## src/lfo_consts.vh

```
`ifndef LFO_CONSTS_VH
`define LFO_CONSTS_VH

// ------------------------------------------------------------
// Register offsets and reset values
// ------------------------------------------------------------
`define LFO_REG_CTRL       8'h00
`define LFO_REG_IRQ_STAT   8'h04
`define LFO_REG_IRQ_MASK   8'h08
`define LFO_REG_CHAN_STATE 8'h0C
`define LFO_CTRL_RESET     4'h0
`define LFO_MASK_RESET     4'h0

// ------------------------------------------------------------
// Fault codes, equal to the flash count
// ------------------------------------------------------------
`define LFO_FC_NONE  2'h0
`define LFO_FC_OPEN  2'h1
`define LFO_FC_SHORT 2'h2
`define LFO_FC_DRIFT 2'h3

// ------------------------------------------------------------
// Timing, in the unit named, and the clock period
// ------------------------------------------------------------
`define LFO_CLK_PERIOD_NS 5
`define LFO_MS_NS         1000000
`define LFO_RETUNE_MS     2000
`define LFO_SHORT_HOLD_MIN 30
`define LFO_LONG_HOLD_MIN  120
`define LFO_MS_PER_MIN    60000
`define LFO_PULSE_MS      125
`define LFO_FLASH_SLOT_MS 500
`define LFO_FLASH_LIT_MS  250
`define LFO_STAT_UNIT_MS  50

`endif

```

## src/lfo_loop_fault_output.v

```verilog
// Operation
// - Watch each loop for open, short and over-25-percent inductance change.
// - While a fault is present, flash the output and fault indicators.
// - Show the letter F while a loop fault is present.
// - Flash count per repetition: one open, two short, three change.
// - When open or short heals, detect and display return to normal.
// - After clearing, fault indicator keeps flashing the last fault code.
// - On inductance change, wait two seconds, retune, resume detection.
// - Mode button cycles presence, pulse, forced call, channel off.
// - Presence offers 30 minute and 120 minute hold times.
// - Pulse mode emits one 125 ms pulse per vehicle entering.
// - Forced call mode holds the call output on continuously.
// - Channel off disables detection and stops the oscillator.
// - Optional: status line held ON while the channel is off.
// - Each channel has a status line carrying pulse-width fault codes.
// - Watchdog or supply failure holds the status line OFF, high.
`timescale 1ns/10ps
`default_nettype none
`include "lfo_consts.vh"

module lfo_loop_fault_output #(
    parameter MS_CYCLES = `LFO_MS_NS / `LFO_CLK_PERIOD_NS
) (
    // Clock and reset
    input  wire        clk_sys,
    input  wire        sys_rst,
    // Register port
    input  wire [7:0]  regAddr,
    input  wire [31:0] regWrData,
    input  wire        regWr,
    input  wire        regRd,
    output reg  [31:0] regRdData,
    output reg         irq,
    // Loop measurement, four 16-bit counts packed low channel first
    input  wire [3:0]  loopOpen,
    input  wire [3:0]  loopShort,
    input  wire [63:0] loopCount,
    input  wire [3:0]  vehiclePresent,
    // Front panel and supervision
    input  wire [3:0]  modeButton,
    input  wire        watchdogFail,
    input  wire        supplyFail,
    // Channel outputs
    output reg  [3:0]  callOut,
    output reg  [3:0]  outIndicator,
    output reg  [3:0]  loopFaultIndicator,
    output reg  [3:0]  vehicleDetectIndicator,
    output reg  [3:0]  displayFault,
    output reg  [3:0]  oscEnable,
    output reg  [3:0]  statusLine
);

    // ------------------------------------------------------------
    // Mode states, one-hot
    // ------------------------------------------------------------
    localparam [4:0] MD_SHORT = 5'h01;
    localparam [4:0] MD_LONG  = 5'h02;
    localparam [4:0] MD_PULSE = 5'h04;
    localparam [4:0] MD_CALL  = 5'h08;
    localparam [4:0] MD_OFF   = 5'h10;

    // Short and long presence are separate states, one press apart.

    // Hold times and pulse length, in milliseconds.
    localparam [31:0] SHORT_HOLD = `LFO_SHORT_HOLD_MIN * `LFO_MS_PER_MIN;
    localparam [31:0] LONG_HOLD  = `LFO_LONG_HOLD_MIN * `LFO_MS_PER_MIN;
    localparam [31:0] PULSE_WIDE = `LFO_PULSE_MS;

    // ------------------------------------------------------------
    // Millisecond tick
    // ------------------------------------------------------------
    // One shared tick keeps all channel timers in step for one counter.
    reg [17:0] msDiv;
    reg        msTick;
    always @(posedge clk_sys)
    begin
        if (sys_rst)
        begin
            msDiv  <= 18'h00000;
            msTick <= 1'b0;
        end
        else if (msDiv == MS_CYCLES - 1)
        begin
            msDiv  <= 18'h00000;
            msTick <= 1'b1;
        end
        else
        begin
            msDiv  <= msDiv + 18'h00001;
            msTick <= 1'b0;
        end
    end

    // ------------------------------------------------------------
    // Registers
    // ------------------------------------------------------------
    reg  [3:0]  offStatusOn;
    reg  [3:0]  irqStat;
    reg  [3:0]  irqMask;
    wire [3:0]  faultOnset;
    wire [31:0] chanState;

    always @(posedge clk_sys)
    begin
        if (sys_rst)
        begin
            offStatusOn <= `LFO_CTRL_RESET;
            irqMask     <= `LFO_MASK_RESET;
            irqStat     <= 4'h0;
            irq         <= 1'b0;
            regRdData   <= 32'h00000000;
        end
        else
        begin
            if (regWr && regAddr == `LFO_REG_CTRL)
                offStatusOn <= regWrData[3:0];
            if (regWr && regAddr == `LFO_REG_IRQ_MASK)
                irqMask <= regWrData[3:0];
            // A new fault in the clearing cycle survives the clear.
            if (regWr && regAddr == `LFO_REG_IRQ_STAT)
                irqStat <= (irqStat & ~regWrData[3:0]) | faultOnset;
            else
                irqStat <= irqStat | faultOnset;
            irq <= |((irqStat | faultOnset) & irqMask);

            // Read data stand for one cycle only and are zero otherwise.
            if (!regRd)
                regRdData <= 32'h00000000;
            else if (regAddr == `LFO_REG_CTRL)
                regRdData <= {28'h0000000, offStatusOn};
            else if (regAddr == `LFO_REG_IRQ_STAT)
                regRdData <= {28'h0000000, irqStat};
            else if (regAddr == `LFO_REG_IRQ_MASK)
                regRdData <= {28'h0000000, irqMask};
            else if (regAddr == `LFO_REG_CHAN_STATE)
                regRdData <= chanState;
            else
                regRdData <= 32'h00000000;
        end
    end

    // Either failure overrides every pattern, so the unit sees steady OFF.
    wire failHold = watchdogFail | supplyFail;

    // ------------------------------------------------------------
    // Channels
    // ------------------------------------------------------------
    genvar ch;

    generate
        for (ch = 0; ch < 4; ch = ch + 1)
        begin : gChan
            reg  [4:0]  mode;
            reg  [15:0] nominal;
            reg         tuned;
            reg  [1:0]  lastCode;
            reg         drifting;
            reg  [10:0] retuneCnt;
            reg  [22:0] holdCnt;
            reg  [6:0]  pulseCnt;
            reg         prevPresent;
            reg         prevFault;
            reg  [8:0]  flashPh;
            reg  [2:0]  flashNum;
            reg  [7:0]  statCnt;

            wire [15:0] count = loopCount[16*ch+15:16*ch];
            wire [15:0] diff;
            wire        drift;
            wire [1:0]  nowCode;
            wire        faultNow;
            wire        flashLit;
            wire        detecting;
            wire [22:0] holdLimit;
            wire        holdUp;
            wire [7:0]  offLen;
            wire [31:0] offLenWide;

            // ------------------------------------------------------------
            // Fault classification
            // ------------------------------------------------------------
            assign detecting = (mode != MD_OFF);
            assign diff = (count > nominal) ? count - nominal : nominal - count;
            // Four times the change above the baseline is over a quarter.
            assign drift = tuned && detecting &&
                           ({diff, 2'b00} > {2'b00, nominal});
            // Priority is open, then short, then inductance change.
            assign nowCode = loopOpen[ch]  ? `LFO_FC_OPEN :
                             loopShort[ch] ? `LFO_FC_SHORT :
                             (drifting | drift) ? `LFO_FC_DRIFT :
                             `LFO_FC_NONE;
            assign faultNow = detecting && (nowCode != `LFO_FC_NONE);
            assign faultOnset[ch] = faultNow && !prevFault;

            // Lamps are lit for the first half of each code slot.
            assign flashLit = (flashNum < {1'b0, lastCode}) &&
                              (flashPh < `LFO_FLASH_LIT_MS);
            // The presence timer counts milliseconds against the hold time.
            assign holdLimit = (mode == MD_LONG) ? LONG_HOLD[22:0] :
                               SHORT_HOLD[22:0];
            assign holdUp = (holdCnt >= holdLimit);

            assign offLenWide = {30'h00000000, nowCode} * `LFO_STAT_UNIT_MS;
            assign offLen = offLenWide[7:0];
            assign chanState[8*ch+7:8*ch] =
                {faultNow, lastCode, mode};

            // ------------------------------------------------------------
            // Channel state and outputs
            // ------------------------------------------------------------
            always @(posedge clk_sys)
            begin
                if (sys_rst)
                begin
                    mode        <= MD_SHORT;
                    nominal     <= 16'h0000;
                    tuned       <= 1'b0;
                    lastCode    <= `LFO_FC_NONE;
                    drifting    <= 1'b0;
                    retuneCnt   <= 11'h000;
                    holdCnt     <= 23'h000000;
                    pulseCnt    <= 7'h00;
                    prevPresent <= 1'b0;
                    prevFault   <= 1'b0;
                    flashPh     <= 9'h000;
                    flashNum    <= 3'h0;
                    statCnt     <= 8'h00;

                    callOut[ch]                <= 1'b0;
                    outIndicator[ch]           <= 1'b0;
                    loopFaultIndicator[ch]     <= 1'b0;
                    vehicleDetectIndicator[ch] <= 1'b0;
                    displayFault[ch]           <= 1'b0;
                    oscEnable[ch]              <= 1'b0;
                    statusLine[ch]             <= 1'b1;
                end
                else
                begin
                    prevFault <= faultNow;

                    if (modeButton[ch])
                    begin
                        case (mode)
                            MD_SHORT: mode <= MD_LONG;
                            MD_LONG:  mode <= MD_PULSE;
                            MD_PULSE: mode <= MD_CALL;
                            MD_CALL:  mode <= MD_OFF;
                            default:  mode <= MD_SHORT;
                        endcase
                    end

                    if (faultNow)
                        lastCode <= nowCode;

                    // Retune and drift wait.
                    // A retune takes the live count as the new baseline.
                    if (!detecting)
                    begin
                        tuned     <= 1'b0;
                        drifting  <= 1'b0;
                        retuneCnt <= 11'h000;
                    end
                    else if (!tuned)
                    begin
                        nominal <= count;
                        tuned   <= 1'b1;
                    end
                    else if (drifting)
                    begin
                        if (retuneCnt == `LFO_RETUNE_MS - 1)
                        begin
                            nominal   <= count;
                            drifting  <= 1'b0;
                            retuneCnt <= 11'h000;
                        end
                        else if (msTick)
                            retuneCnt <= retuneCnt + 11'h001;
                    end
                    else if (drift)
                        drifting <= 1'b1;
                    else if (vehiclePresent[ch] && holdUp &&
                             (mode == MD_SHORT || mode == MD_LONG))
                        nominal <= count;

                    // Presence hold timer, counted in milliseconds.
                    if (!vehiclePresent[ch] || !(mode == MD_SHORT ||
                        mode == MD_LONG))
                        holdCnt <= 23'h000000;
                    else if (msTick && !holdUp)
                        holdCnt <= holdCnt + 23'h000001;
                    else if (holdUp && !drifting)
                        holdCnt <= 23'h000000;

                    // Pulse on each vehicle entry.
                    prevPresent <= vehiclePresent[ch];
                    if (mode == MD_PULSE && vehiclePresent[ch] &&
                        !prevPresent && !faultNow)
                        pulseCnt <= PULSE_WIDE[6:0];
                    else if (msTick && pulseCnt != 7'h00)
                        pulseCnt <= pulseCnt - 7'h01;

                    // Flash sequencer: code flashes, then two dark slots.
                    // The dark slots keep one repetition apart from the next.
                    if (lastCode == `LFO_FC_NONE)
                    begin
                        flashPh  <= 9'h000;
                        flashNum <= 3'h0;
                    end
                    else if (msTick)
                    begin
                        if (flashPh == `LFO_FLASH_SLOT_MS - 1)
                        begin
                            flashPh <= 9'h000;
                            if (flashNum == {1'b0, lastCode} + 3'h1)
                                flashNum <= 3'h0;
                            else
                                flashNum <= flashNum + 3'h1;
                        end
                        else
                            flashPh <= flashPh + 9'h001;
                    end

                    // Status pattern counter, restarted with no fault.
                    // The first OFF interval may be short by up to one tick.
                    if (!faultNow)
                        statCnt <= 8'h00;
                    else if (msTick)
                    begin
                        if (statCnt >= offLen + `LFO_STAT_UNIT_MS - 1)
                            statCnt <= 8'h00;
                        else
                            statCnt <= statCnt + 8'h01;
                    end

                    // Outputs.
                    // A fault forces the call on, so the controller is safe.
                    oscEnable[ch] <= detecting;
                    if (!detecting)
                        callOut[ch] <= 1'b0;
                    else if (faultNow)
                        callOut[ch] <= 1'b1;
                    else if (mode == MD_CALL)
                        callOut[ch] <= 1'b1;
                    else if (mode == MD_PULSE)
                        callOut[ch] <= (pulseCnt != 7'h00);
                    else
                        callOut[ch] <= vehiclePresent[ch] && !holdUp;
                    // Without a fault the output lamp shows vehicle presence, or stays lit in forced call mode.
                    outIndicator[ch] <= faultNow ? flashLit :
                                        (detecting && (mode == MD_CALL ||
                                        vehiclePresent[ch]));
                    loopFaultIndicator[ch] <= flashLit;
                    // The detect lamp is dark while a fault is present.
                    vehicleDetectIndicator[ch] <= detecting &&
                        vehiclePresent[ch] && !faultNow;
                    displayFault[ch] <= faultNow;

                    // Status line: high is OFF, low is ON.
                    if (failHold)
                        statusLine[ch] <= 1'b1;
                    else if (!detecting)
                        statusLine[ch] <= !offStatusOn[ch];
                    else if (faultNow)
                        statusLine[ch] <= (statCnt < offLen);
                    else
                        statusLine[ch] <= 1'b0;
                end
            end
        end
    endgenerate

endmodule
`default_nettype wire

```

## config.mk

```make
export PLATFORM = sky130hd
export DESIGN_NAME = lfo_loop_fault_output
export DESIGN_NICKNAME = d
export VERILOG_FILES = /design/src/lfo_loop_fault_output.v
export VERILOG_INCLUDE_DIRS = /design/src
export SDC_FILE = /design/constraint.sdc
export NUM_CORES = 1
export LEC_CHECK = 0
export BUFFER_PORTS_ARGS = -buffer_cell sky130_fd_sc_hd__buf_2
export CORE_MARGIN = 5
export CORE_UTILIZATION = 50
export CTS_CLUSTER_SIZE = 10
export DETAILED_ROUTE_END_ITERATION = 6
export PLACE_DENSITY = 0.76
export REMOVE_ABC_BUFFERS = 1
export SLEW_MARGIN = 20
export SYNTH_ARGS = -nofsm -noshare
export SYNTH_HDL_FRONTEND = slang
export SYNTH_SLANG_ARGS = --single-unit
```

## constraint.sdc

```tcl
create_clock -name clk_sys -period 7.9 [get_ports clk_sys]
set_input_delay 0 -clock clk_sys [delete_from_list [all_inputs] [get_ports clk_sys]]
set_output_delay 0 -clock clk_sys [all_outputs]
set_load 0.01 [all_outputs]
```

## Yosys cells after proc, flatten, opt, wreduce, memory -nomap -nowiden

Index checks and enable logic that the tools add are counted.

- Word-level logic and storage cells: 536
- Output and inout bits: 61
- Input bits: 126
- Bits in registers: 440

- Mux-type cells: 126
- Bitwise gates (word level): 20
- Reductions and logical operators: 177
- Order comparisons: 28
- $add $sub $neg: 45
- Eq/ne operators: 48
- Multipliers: 4

Operators by type and width:

| operator | number |
|---|---|
| $mux W16 | 24 |
| $mux W23 | 12 |
| $ge A8 B32 Y1 | 4 |
| $sub A16 B16 Y16 | 8 |
| $add A23 B1 Y23 const B | 4 |
| $ge A23 B23 Y1 | 4 |
| $mux W11 | 8 |
| $pmux W5 S4 | 4 |
| $gt A18 B16 Y1 | 4 |
| $logic_and A1 B1 Y1 | 71 |
| $gt A16 B16 Y1 | 4 |
| $mux W7 | 8 |
| $reduce_or A2 Y1 | 23 |
| $add A11 B1 Y11 const B | 4 |
| $eq A11 B11 Y1 const B | 4 |
| $mux W1 | 41 |
| $sub A9 B1 Y10 const B | 4 |
| $add A8 B6 Y9 const B | 4 |
| $add A9 B1 Y9 const B | 4 |
| $eq A9 B9 Y1 const B | 4 |
| $lt A9 B8 Y1 const B | 4 |
| $mux W9 | 4 |
| $add A8 B1 Y8 const B | 4 |
| $logic_not A1 Y1 | 32 |
| other kinds (38) | 161 |

## Depth between registers and ports, before layout

Gate-level depths: netlist (run 1).

- Depth in word-level cells: 14
- Mapped depth: 34

## Worst setup path before layout (run 1)

No wires, ideal clock.

- Path type: register to register
- Start point: reg gChan[3].nominal[7]
- End point: reg gChan[3].statCnt[0]
- Stages on the path, launching flop included: 31
- Buffers on the path: 3
- Setup time: 67 ps
- Arrival: 6180 ps
- Clock period less this slack: 6247 ps
- Data required time: 7833 ps
- Slack: 1653 ps
- Path through: dfxtp_1 > ha_1 > buf_2 > a211o_1 > a211oi_1 > a211o_1 > a311o_1 > buf_1 > clkbuf_1 > mux2i_1 > a31oi_1 > xnor2_1 > ha_1 > a211oi_1 > o21bai_1 > a21o_1 > a221o_1 > a21o_1 > o311a_1 > a21oi_1 > o21bai_1 > ha_1 > a21oi_1 > o21ai_0 > a21o_1 > a21o_1 > a21o_1 > a21o_1 > nand2_1 > nand3_1 > nor2_1

- Longest elaborated chain between the ends: 13

RTL lines:

| element | RTL line | text |
|---|---|---|
| start: declaration | lfo_loop_fault_output.v:154 | `reg [15:0] nominal;` |
| start signal: assignment | lfo_loop_fault_output.v:265 | `nominal <= count;` |
| start signal: assignment | lfo_loop_fault_output.v:272 | `nominal <= count;` |
| start signal: assignment | lfo_loop_fault_output.v:283 | `nominal <= count;` |
| $sub A16 B16 Y16 or $gt A16 B16 Y1 (tied branches) | lfo_loop_fault_output.v:183 | `assign diff = (count > nominal) ? count - nominal : nominal - count;` |
| $mux W16 | lfo_loop_fault_output.v:183 |  |
| $gt A18 B16 Y1 * | lfo_loop_fault_output.v:186 | `({diff, 2'b00} > {2'b00, nominal});` |
| $logic_and A1 B1 Y1 * | lfo_loop_fault_output.v:185 | `assign drift = tuned && detecting &&` |
| $or A1 B1 Y1 * | lfo_loop_fault_output.v:190 | `` (drifting \| drift) ? `LFO_FC_DRIFT : `` |
| $mux W2 (no source line) * (3 in series) | - |  |
| named net gChan[3].nowCode[0] | lfo_loop_fault_output.v:170 | `wire [1:0] nowCode;` |
| $mul A2 B5 Y7 (no source line) | - |  |
| $add A8 B6 Y9 (no source line) | - |  |
| $sub A9 B1 Y10 | lfo_loop_fault_output.v:329 | `` if (statCnt >= offLen + `LFO_STAT_UNIT_MS - 1) `` |
| $ge A8 B32 Y1 | lfo_loop_fault_output.v:329 |  |
| $mux W8 | lfo_loop_fault_output.v:329 |  |
| end signal: assignment | lfo_loop_fault_output.v:332 | `statCnt <= statCnt + 8'h01;` |
| end: declaration | lfo_loop_fault_output.v:165 | `reg [7:0] statCnt;` |

Mark *: on every way through the listed nets, which the timed path passes. The rest lies on a longest branch.
A chain may end at the register's enable or synchronous reset.

## Final worst setup path (run 1)

- Start point: reg gChan[1].nominal[2]
- End point: reg gChan[1].statCnt[6]

- Longest elaborated chain between the ends: 13

RTL lines:

| element | RTL line |
|---|---|
| start: declaration | lfo_loop_fault_output.v:154 |
| start signal: assignment | lfo_loop_fault_output.v:265 |
| start signal: assignment | lfo_loop_fault_output.v:272 |
| start signal: assignment | lfo_loop_fault_output.v:283 |
| $sub A16 B16 Y16 or $gt A16 B16 Y1 (tied branches) | lfo_loop_fault_output.v:183 |
| $mux W16 | lfo_loop_fault_output.v:183 |
| $gt A18 B16 Y1 * | lfo_loop_fault_output.v:186 |
| $logic_and A1 B1 Y1 * | lfo_loop_fault_output.v:185 |
| $or A1 B1 Y1 * | lfo_loop_fault_output.v:190 |
| $mux W2 (no source line) * (3 in series) | - |
| named net gChan[1].nowCode[0] | lfo_loop_fault_output.v:170 |
| $mul A2 B5 Y7 (no source line) | - |
| $add A8 B6 Y9 (no source line) | - |
| $sub A9 B1 Y10 | lfo_loop_fault_output.v:329 |
| $ge A8 B32 Y1 | lfo_loop_fault_output.v:329 |
| $mux W8 | lfo_loop_fault_output.v:329 |
| end signal: assignment | lfo_loop_fault_output.v:332 |
| end: declaration | lfo_loop_fault_output.v:165 |

Marked as above.

==> flow_metrics.py, run 1 <==
metrics = {
    "grt": {
        "overflow": 0,
        "grt.total_usage_pct": 22.02,
        "grt_pass1_vias": 24450,
        "grt_antenna_before_repair": 1,
        "grt_first_pass_wirelength_mm": 119.8,
        "grt_max_degree": 67,
    },
    "worst_setup_path": {
        "path_depth": 29,
        "rrSetupSlack_ps": 690,
        "crit_slowest_cell": "o311ai_2",
        "worstPathArrival_ps": 7740,
        "cp_max_fo": 8,
        "critPathKind": "reg2reg",
        "cpPeakStageDelay_ps": 490,
        "startpoint_type": "register",
        "endpoint_kind": "register",
        "critical-path-top-delay-family": "compound AO/OA/AOI/OAI gates",
        "crit_required_ps": 8430,
        "worst-path-buf-inv": 1,
        "crit_path_end": "gChan[1].statCnt[6]$_SDFFE_PP0P_",
        "worstRegToRegCells": 29,
        "r2r-start": "gChan[1].nominal[2]$_SDFFE_PP0P_",
        "startpoint": "gChan[1].nominal[2]$_SDFFE_PP0P_",
        "path_common_cell": "a21oi_1",
        "reg2reg_to": "gChan[1].statCnt[6]$_SDFFE_PP0P_",
    },
    "drt": {
        "dr.pass1.iters": 5,
        "wirelength_mm": 72.97,
        "drt_iter0_markers": 1433,
        "ant_nets": 0,
        "vias": 25870,
        "avgViaCountPerCell": 5.647,
        "wl_per_cell_um": 15.93,
        "route.detailed.drc": 0,
    },
    "cells_and_area": {
        "layout.nets": 4239,
        "layout-drive-gt1-share_pct": 8.336,
        "areaGrowthSynthToFinish_pct": 13.33,
    },
    "synth": {
        "yosysSeqAreaShare_pct": 30.05,
        "synthTopCellsByCount": "436 x dfxtp_1, 384 x nand2_1, 380 x nor2_1, 312 x ha_1, 249 x a21oi_1",
        "synth_area_per_cell_um2": 8.051,
        "synth_top_area_share_pct": 30.05,
        "synthFlopType": "dfxtp_1",
        "yosys.cell_count.top_type": "dfxtp_1",
        "yosys_register_bits": 436,
        "yosys-top-cells-area": "dfxtp_1 30%, ha_1 13%, nand2_1 5.0%",
        "synth_edf_count": 0,
        "synth_cell_types": 98,
        "synth_top_area_cell": "dfxtp_1",
        "syn_inst": 3607,
        "syn_area_um2": 29040,
        "yosysWarnings": 0,
        "async_reset_ff_share_pct": 0,
    },
    "die": {
        "die_y_um": 251.0,
        "rows": 88,
        "die_x_um": 251.0,
        "core-area_um2": 57590,
        "initial_utilization_pct": 50.43,
        "fp.dieArea_um2": 63000,
        "ios": 187,
    },
    "clocking": {
        "cts_tree": "done",
        "cts.path.max_buffers": 3,
        "root_buffer": "clkbuf_16",
        "postCtsSetupBuffers": 0,
        "h-tree-depth": 2,
        "clkTransAtPathRegs_ps": 60,
        "cts_buffers": 53,
        "clock_sinks": 436,
        "clock_latency_ps": 610,
    },
    "job": {
        "cap_violations": 0,
    },
    "sta": {
        "layout_setup_ws_ps": 689.4,
        "skew_ps": 25.64,
        "hold_violations": 0,
        "fin_tns_setup_ps": 0,
        "worst_pin_slew_ps": 1126,
        "maxSlewViolCount": 0,
        "max_freq_ghz": 0.1387,
        "fin_crit_ps": 7211,
        "slew_headroom_pct": 24.33,
        "finalSetupViolCount": 0,
        "timing.final.crit_share_pct": 91.27,
        "grt_setup_unrepaired": "false",
    },
    "pwr": {
        "p_leak_nw": 14.11,
        "peakVddDrop_mv": 0.2119,
        "p_per_area_nw_per_um2": 187.1,
    },
    "place": {
        "dp_hpwl_mm": 53.10,
        "pre_cts_ws_ps": 791.0,
        "port-buffer-count": 158,
        "place.gp.congestion": 0.9426,
    },
    "min_path": {
        "hold_path.class": "in2reg",
    },
    "run_status": {
        "run_status": "finished, final reports clean",
    },
}
-- how the worst min path moves through the flow --
stage,startpoint,to,slack (ps),depth (start not counted)
after floorplan,sys_rst,gChan[1].mode[1]$_SDFFE_PP0P_,70,1
after global placement,regWrData[0],offStatusOn[0]$_SDFFE_PP0P_,250,3
after detailed placement,regWrData[2],offStatusOn[2]$_SDFFE_PP0P_,260,3
after CTS,regAddr[4],regRdData[2]$_SDFF_PP0_,5,6
after global routing,regAddr[5],regRdData[30]$_SDFF_PP0_,50,6
final,regAddr[5],regRdData[30]$_SDFF_PP0_,30,6
-- flip-flops by register name, summed over array words and instances (netlist names), 8 cells and up --
| register | flops |
|---|---|
| gChan.flashNum | 12 |
| gChan.flashPh | 36 |
| gChan.holdCnt | 92 |
| gChan.lastCode | 8 |
| gChan.mode | 20 |
| gChan.nominal | 64 |
| gChan.pulseCnt | 28 |
| gChan.retuneCnt | 44 |
| gChan.statCnt | 32 |
| msDiv | 18 |
| regRdData | 32 |
-- worst register-to-register path: cells and delay by family (launching register included) --
family	cells	cell delay, ps
compound gates	18	4420
buf+inv	1	110
xor+xnor	1	170
flops	1	330
simple gates	6	1100
fa+ha+maj	3	1000
-- layout by cell type (no fill, tap or decap), drive strengths merged, types with 14 or more instances in the layout --
| master | netlist | layout |
|---|---|---|
| buf | 40 | 183 |
| dfxtp | 436 | 436 |
| a211o | 16 | 16 |
| o211ai | 23 | 23 |
| nand3 | 106 | 106 |
| mux2i | 108 | 108 |
| a211oi | 47 | 47 |
| o21bai | 14 | 14 |
| inv | 240 | 241 |
| nand2 | 384 | 384 |
| nand4 | 86 | 86 |
| dlygate4sd3 | 0 | 99 |
| nor2 | 380 | 380 |
| nand2b | 49 | 49 |
| o21a | 32 | 32 |
| nand3b | 23 | 23 |
| o21ai | 156 | 156 |
| and2 | 38 | 38 |
| xor2 | 129 | 129 |
| nor4 | 18 | 18 |
| clkbuf | 111 | 67 |
| xnor2 | 79 | 79 |
| mux2 | 17 | 17 |
| or3 | 23 | 23 |
| a31oi | 33 | 33 |
| a21oi | 251 | 251 |
| a21o | 58 | 58 |
| ha | 312 | 312 |
| nor3 | 92 | 92 |
| nor2b | 24 | 24 |
| and3 | 80 | 80 |
-- power by group --
group,internal [W],switching (W)
Sequential,0.00226,0.0000558
Combinational,0.000641,0.000896
Clock,0.00136,0.000948
Total,0.00426,0.00190
-- area by class of cell --
type | instances | area [um2]
antenna | 2 | 5.005
fill | 5255 | 24670
timing repair buffer | 282 | 1976
tap | 765 | 957.2
inverter | 240 | 903.4
clock buffer | 67 | 1439
multi-input combinational | 2780 | 18750
sequential | 436 | 8730
clock inverter | 10 | 151.4
-- layer usage --
metal | global-route usage (%) | vias up | share of wire (%)
met3 | 3.786 | 129 | 5.6
met4 | 5.660 | 0 | 2.3
met2 | 37.52 | 607 | 46
met1 | 29.10 | 12110 | 46
met5 | 0 | - | 0
li1 | - | 13020 | -
-- cell families after synthesis --
| logic type | synth area share, % |
|---|---|
| DFF | 30.05 |
| adders and majority gates | 13.99 |
| AOI/OAI and AO/OA | 17.12 |
| xor gates and xnor gates | 6.273 |
| buffers and inverters | 5.416 |
| muxes | 4.692 |
| and+or+nand+nor | 22.45 |
-- through the flow --
stage / hold WS (ps) / power, W / cell area (um2) / cells / utilization, %
6_report: 32.90 / 0.006160 / 32910 / 4582 / 57.16
5_1_grt: 50.39 / 0.006482 / 32910 / 4581 / 57.15
4_1_cts: 4.809 / 0.006199 / 32910 / 4580 / 57.14
3_5_place_dp: 263.3 / 0.003829 / 30320 / 4404 / 52.66
3_3_place_gp: 251.4 / 0.003801 / 30310 / 4403 / 52.63
2_1_floorplan: 69.07 / 0.003432 / 28370 / 3456 / -
-- timing repair --
| action | 4_1_cts | 5_1_grt |
|---|---|---|
| resized for setup | 0 | 1 |
| hold buffers | 99 | 0 |
| endpoints found under the setup margin | 0 | 6 |
| hold endpoints to repair | 163 | 0 |
Note: power is estimated with default switching activity, not from simulation.
==> run 2: changes to the inputs <==
--- a/config.mk
+++ b/config.mk
@@ -8,10 +8,11 @@
 export LEC_CHECK = 0
 export BUFFER_PORTS_ARGS = -buffer_cell sky130_fd_sc_hd__buf_2
 export CORE_MARGIN = 5
-export CORE_UTILIZATION = 50
+export CORE_UTILIZATION = 55
+export CTS_CLUSTER_DIAMETER = 120
 export CTS_CLUSTER_SIZE = 10
 export DETAILED_ROUTE_END_ITERATION = 6
-export PLACE_DENSITY = 0.76
+export PLACE_DENSITY = 0.81
 export REMOVE_ABC_BUFFERS = 1
 export SLEW_MARGIN = 20
 export SYNTH_ARGS = -nofsm -noshare
==> run 2 against run 1 <==
Against the previous run: combinational power about the same; largest cell class unchanged; core utilization increased by 4.9 points; largest power group unchanged; highest routed layer is now met5; hold slack better by 0.85 ps.
==> flow_metrics.py, run 2 (synthesis gave the netlist of run 1 again) <==
metrics = {
    "worst_setup_path": {
        "worstPathArrival_ps": 7810,
        "endpoint_kind": "register",
        "crit_required_ps": 8390,
        "cpPeakStageDelay_ps": 500,
        "crit_slowest_cell": "a21oi_1",
        "startpoint_type": "register",
        "cp_max_fo": 8,
        "critPathKind": "reg2reg",
        "worst-path-buf-inv": 2,
        "critical-path-top-delay-family": "compound AO/OA/AOI/OAI gates",
        "path_common_cell": "a21oi_1",
    },
    "grt": {
        "grt_max_degree": 70,
        "grt_antenna_before_repair": 2,
        "grt_pass1_vias": 24650,
        "grt_first_pass_wirelength_mm": 118.8,
        "grt-busiest-layer": "met2",
        "grt.total_usage_pct": 24.05,
        "grt_use_met3_pct": 3.132,
        "grt_use_met1_pct": 31.87,
        "use_met2_pct": 41.39,
        "overflow": 0,
    },
    "pwr": {
        "intPower_w": 0.004021,
        "clkPwrFrac_pct": 34.3,
        "finalPower_w": 0.005842,
        "combPwrFrac_pct": 26.1,
        "peakVddDrop_mv": 0.1910,
        "p_leak_nw": 13.94,
        "p_per_area_nw_per_um2": 179.6,
        "p_switching_w": 0.001820,
        "switching_share_pct": 31.16,
        "seqPwrFrac_pct": 39.6,
    },
    "drt": {
        "route.detailed.drc": 0,
        "vias": 25960,
        "ant_nets": 0,
        "avgViaCountPerCell": 5.794,
        "wl_per_cell_um": 15.87,
        "drt_iter0_markers": 1893,
        "wirelength_mm": 71.09,
        "dr.pass1.iters": 5,
    },
    "place": {
        "dp_hpwl_mm": 51.49,
        "dp.cells": 4325,
        "port-buffer-count": 158,
        "place.gp.congestion": 0.9645,
    },
    "clocking": {
        "clock_latency_ps": 600,
        "cts.path.max_buffers": 3,
        "clkTransAtPathRegs_ps": 60,
        "cts_buffers": 49,
        "cts_tree": "done",
        "root_buffer": "clkbuf_16",
        "clock_sinks": 436,
        "h-tree-depth": 2,
    },
    "sta": {
        "timing.final.crit_share_pct": 92.67,
        "fin_tns_setup_ps": 0,
        "fin_crit_ps": 7321,
        "worst_pin_slew_ps": 1098,
        "maxSlewViolCount": 0,
        "slew_headroom_pct": 26.78,
        "max_freq_ghz": 0.1366,
        "finalSetupViolCount": 0,
        "hold_violations": 0,
        "grt_setup_unrepaired": "false",
        "skew_ps": 24.04,
    },
    "die": {
        "initial_utilization_pct": 55.38,
        "fp.dieArea_um2": 57500,
        "die_x_um": 239.8,
        "die_y_um": 239.8,
        "core-area_um2": 52450,
        "ios": 187,
        "rows": 84,
    },
    "cells_and_area": {
        "areaGrowthSynthToFinish_pct": 11.98,
        "final_common_cell": "dfxtp_1",
        "reg.largest.list": "gChan.holdCnt: 92 flops, gChan.nominal: 64 flops, gChan.retuneCnt: 44 flops",
        "layout-drive-gt1-share_pct": 7.861,
        "layoutNonFillerInstCount": 4481,
        "layout.nets": 4235,
        "final_cell_mix": "435 x dfxtp_1, 384 x nand2_1, 380 x nor2_1",
        "top_register": "gChan.holdCnt",
        "largest_reg_flops": 92,
    },
    "run_status": {
        "run_status": "finished, final reports clean",
    },
    "min_path": {
        "hold_path.class": "in2reg",
    },
    "job": {
        "cap_violations": 0,
    },
}
run 2: area by class of cell:
cell class                      instances  area (um2)
Fill cell                            4423       19930
Multi-Input combinational cell       2780       18750
Sequential cell                       436        8730
Timing Repair Buffer                  282        1977
Clock buffer                           49        1226
Inverter                              240       903.4
Tap cell                              688       860.8
Clock inverter                          4       71.32
Antenna cell                            2       5.005
run 2: power by group through the flow:
stage | Sequential [W] | Combinational [W] | Clock (W)
after detailed placement | 0.00236 | 0.00145 | 0
after CTS | 0.00231 | 0.00150 | 0.00206
after global placement | 0.00236 | 0.00142 | 0
after floorplan | 0.00235 | 0.00108 | 0
final | 0.00231 | 0.00153 | 0.00200
after global routing | 0.00232 | 0.00170 | 0.00214
run 2: path summary, 6_finish.rpt:
check / startpoint / to / slack (ps) / depth (start not counted)
setup reg to reg: gChan[1].nominal[0]$_SDFFE_PP0P_ / gChan[1].statCnt[1]$_SDFFE_PP0P_ / 580 / 31
hold reg to reg: gChan[2].pulseCnt[6]$_SDFFE_PP0P_ / gChan[2].pulseCnt[6]$_SDFFE_PP0P_ / 450 / 2
hold / removal: regAddr[4] / regRdData[0]$_SDFF_PP0_ / 30 / 6
setup / recovery: gChan[1].nominal[0]$_SDFFE_PP0P_ / gChan[1].statCnt[1]$_SDFFE_PP0P_ / 580 / 31
run 2: worst register-to-register path: cells and delay by family, from the launching register on:
family,cells,cell delay [ps]
AO/OA/AOI/OAI,18,4470
XOR/XNOR,1,180
adder cells (fa/ha/maj),4,990
buffers and inverters,2,210
flip-flops,1,340
AND/OR/NAND/NOR,6,1040
run 2: timing repair:
item	4_1_cts	5_1_grt
hold endpoints to repair	159	0
hold buffers	101	0
buffers inserted	0	0
resized for setup	0	1
setup endpoints to repair	0	7
run 2: metrics by stage:
step                cell area (um2)  setup WS (ps)  util, %  hold slack, ps
CTS                           32510          615.0    61.99          0.6069
floorplan                     28370           1453        -           69.07
global placement              30200          806.9    57.58           249.6
finish                        32520          579.1    62.01           33.75
global route                  32520          19.54    62.00           65.43
detailed placement            30200          705.4    57.58           273.7
run 2: routing by layer:
layer  vias to the layer above  wire [um]
met5                         -          7
met4                         2       1586
met3                       127       4009
met2                       639      33590
met1                     12170      31900
li1                      13030          -
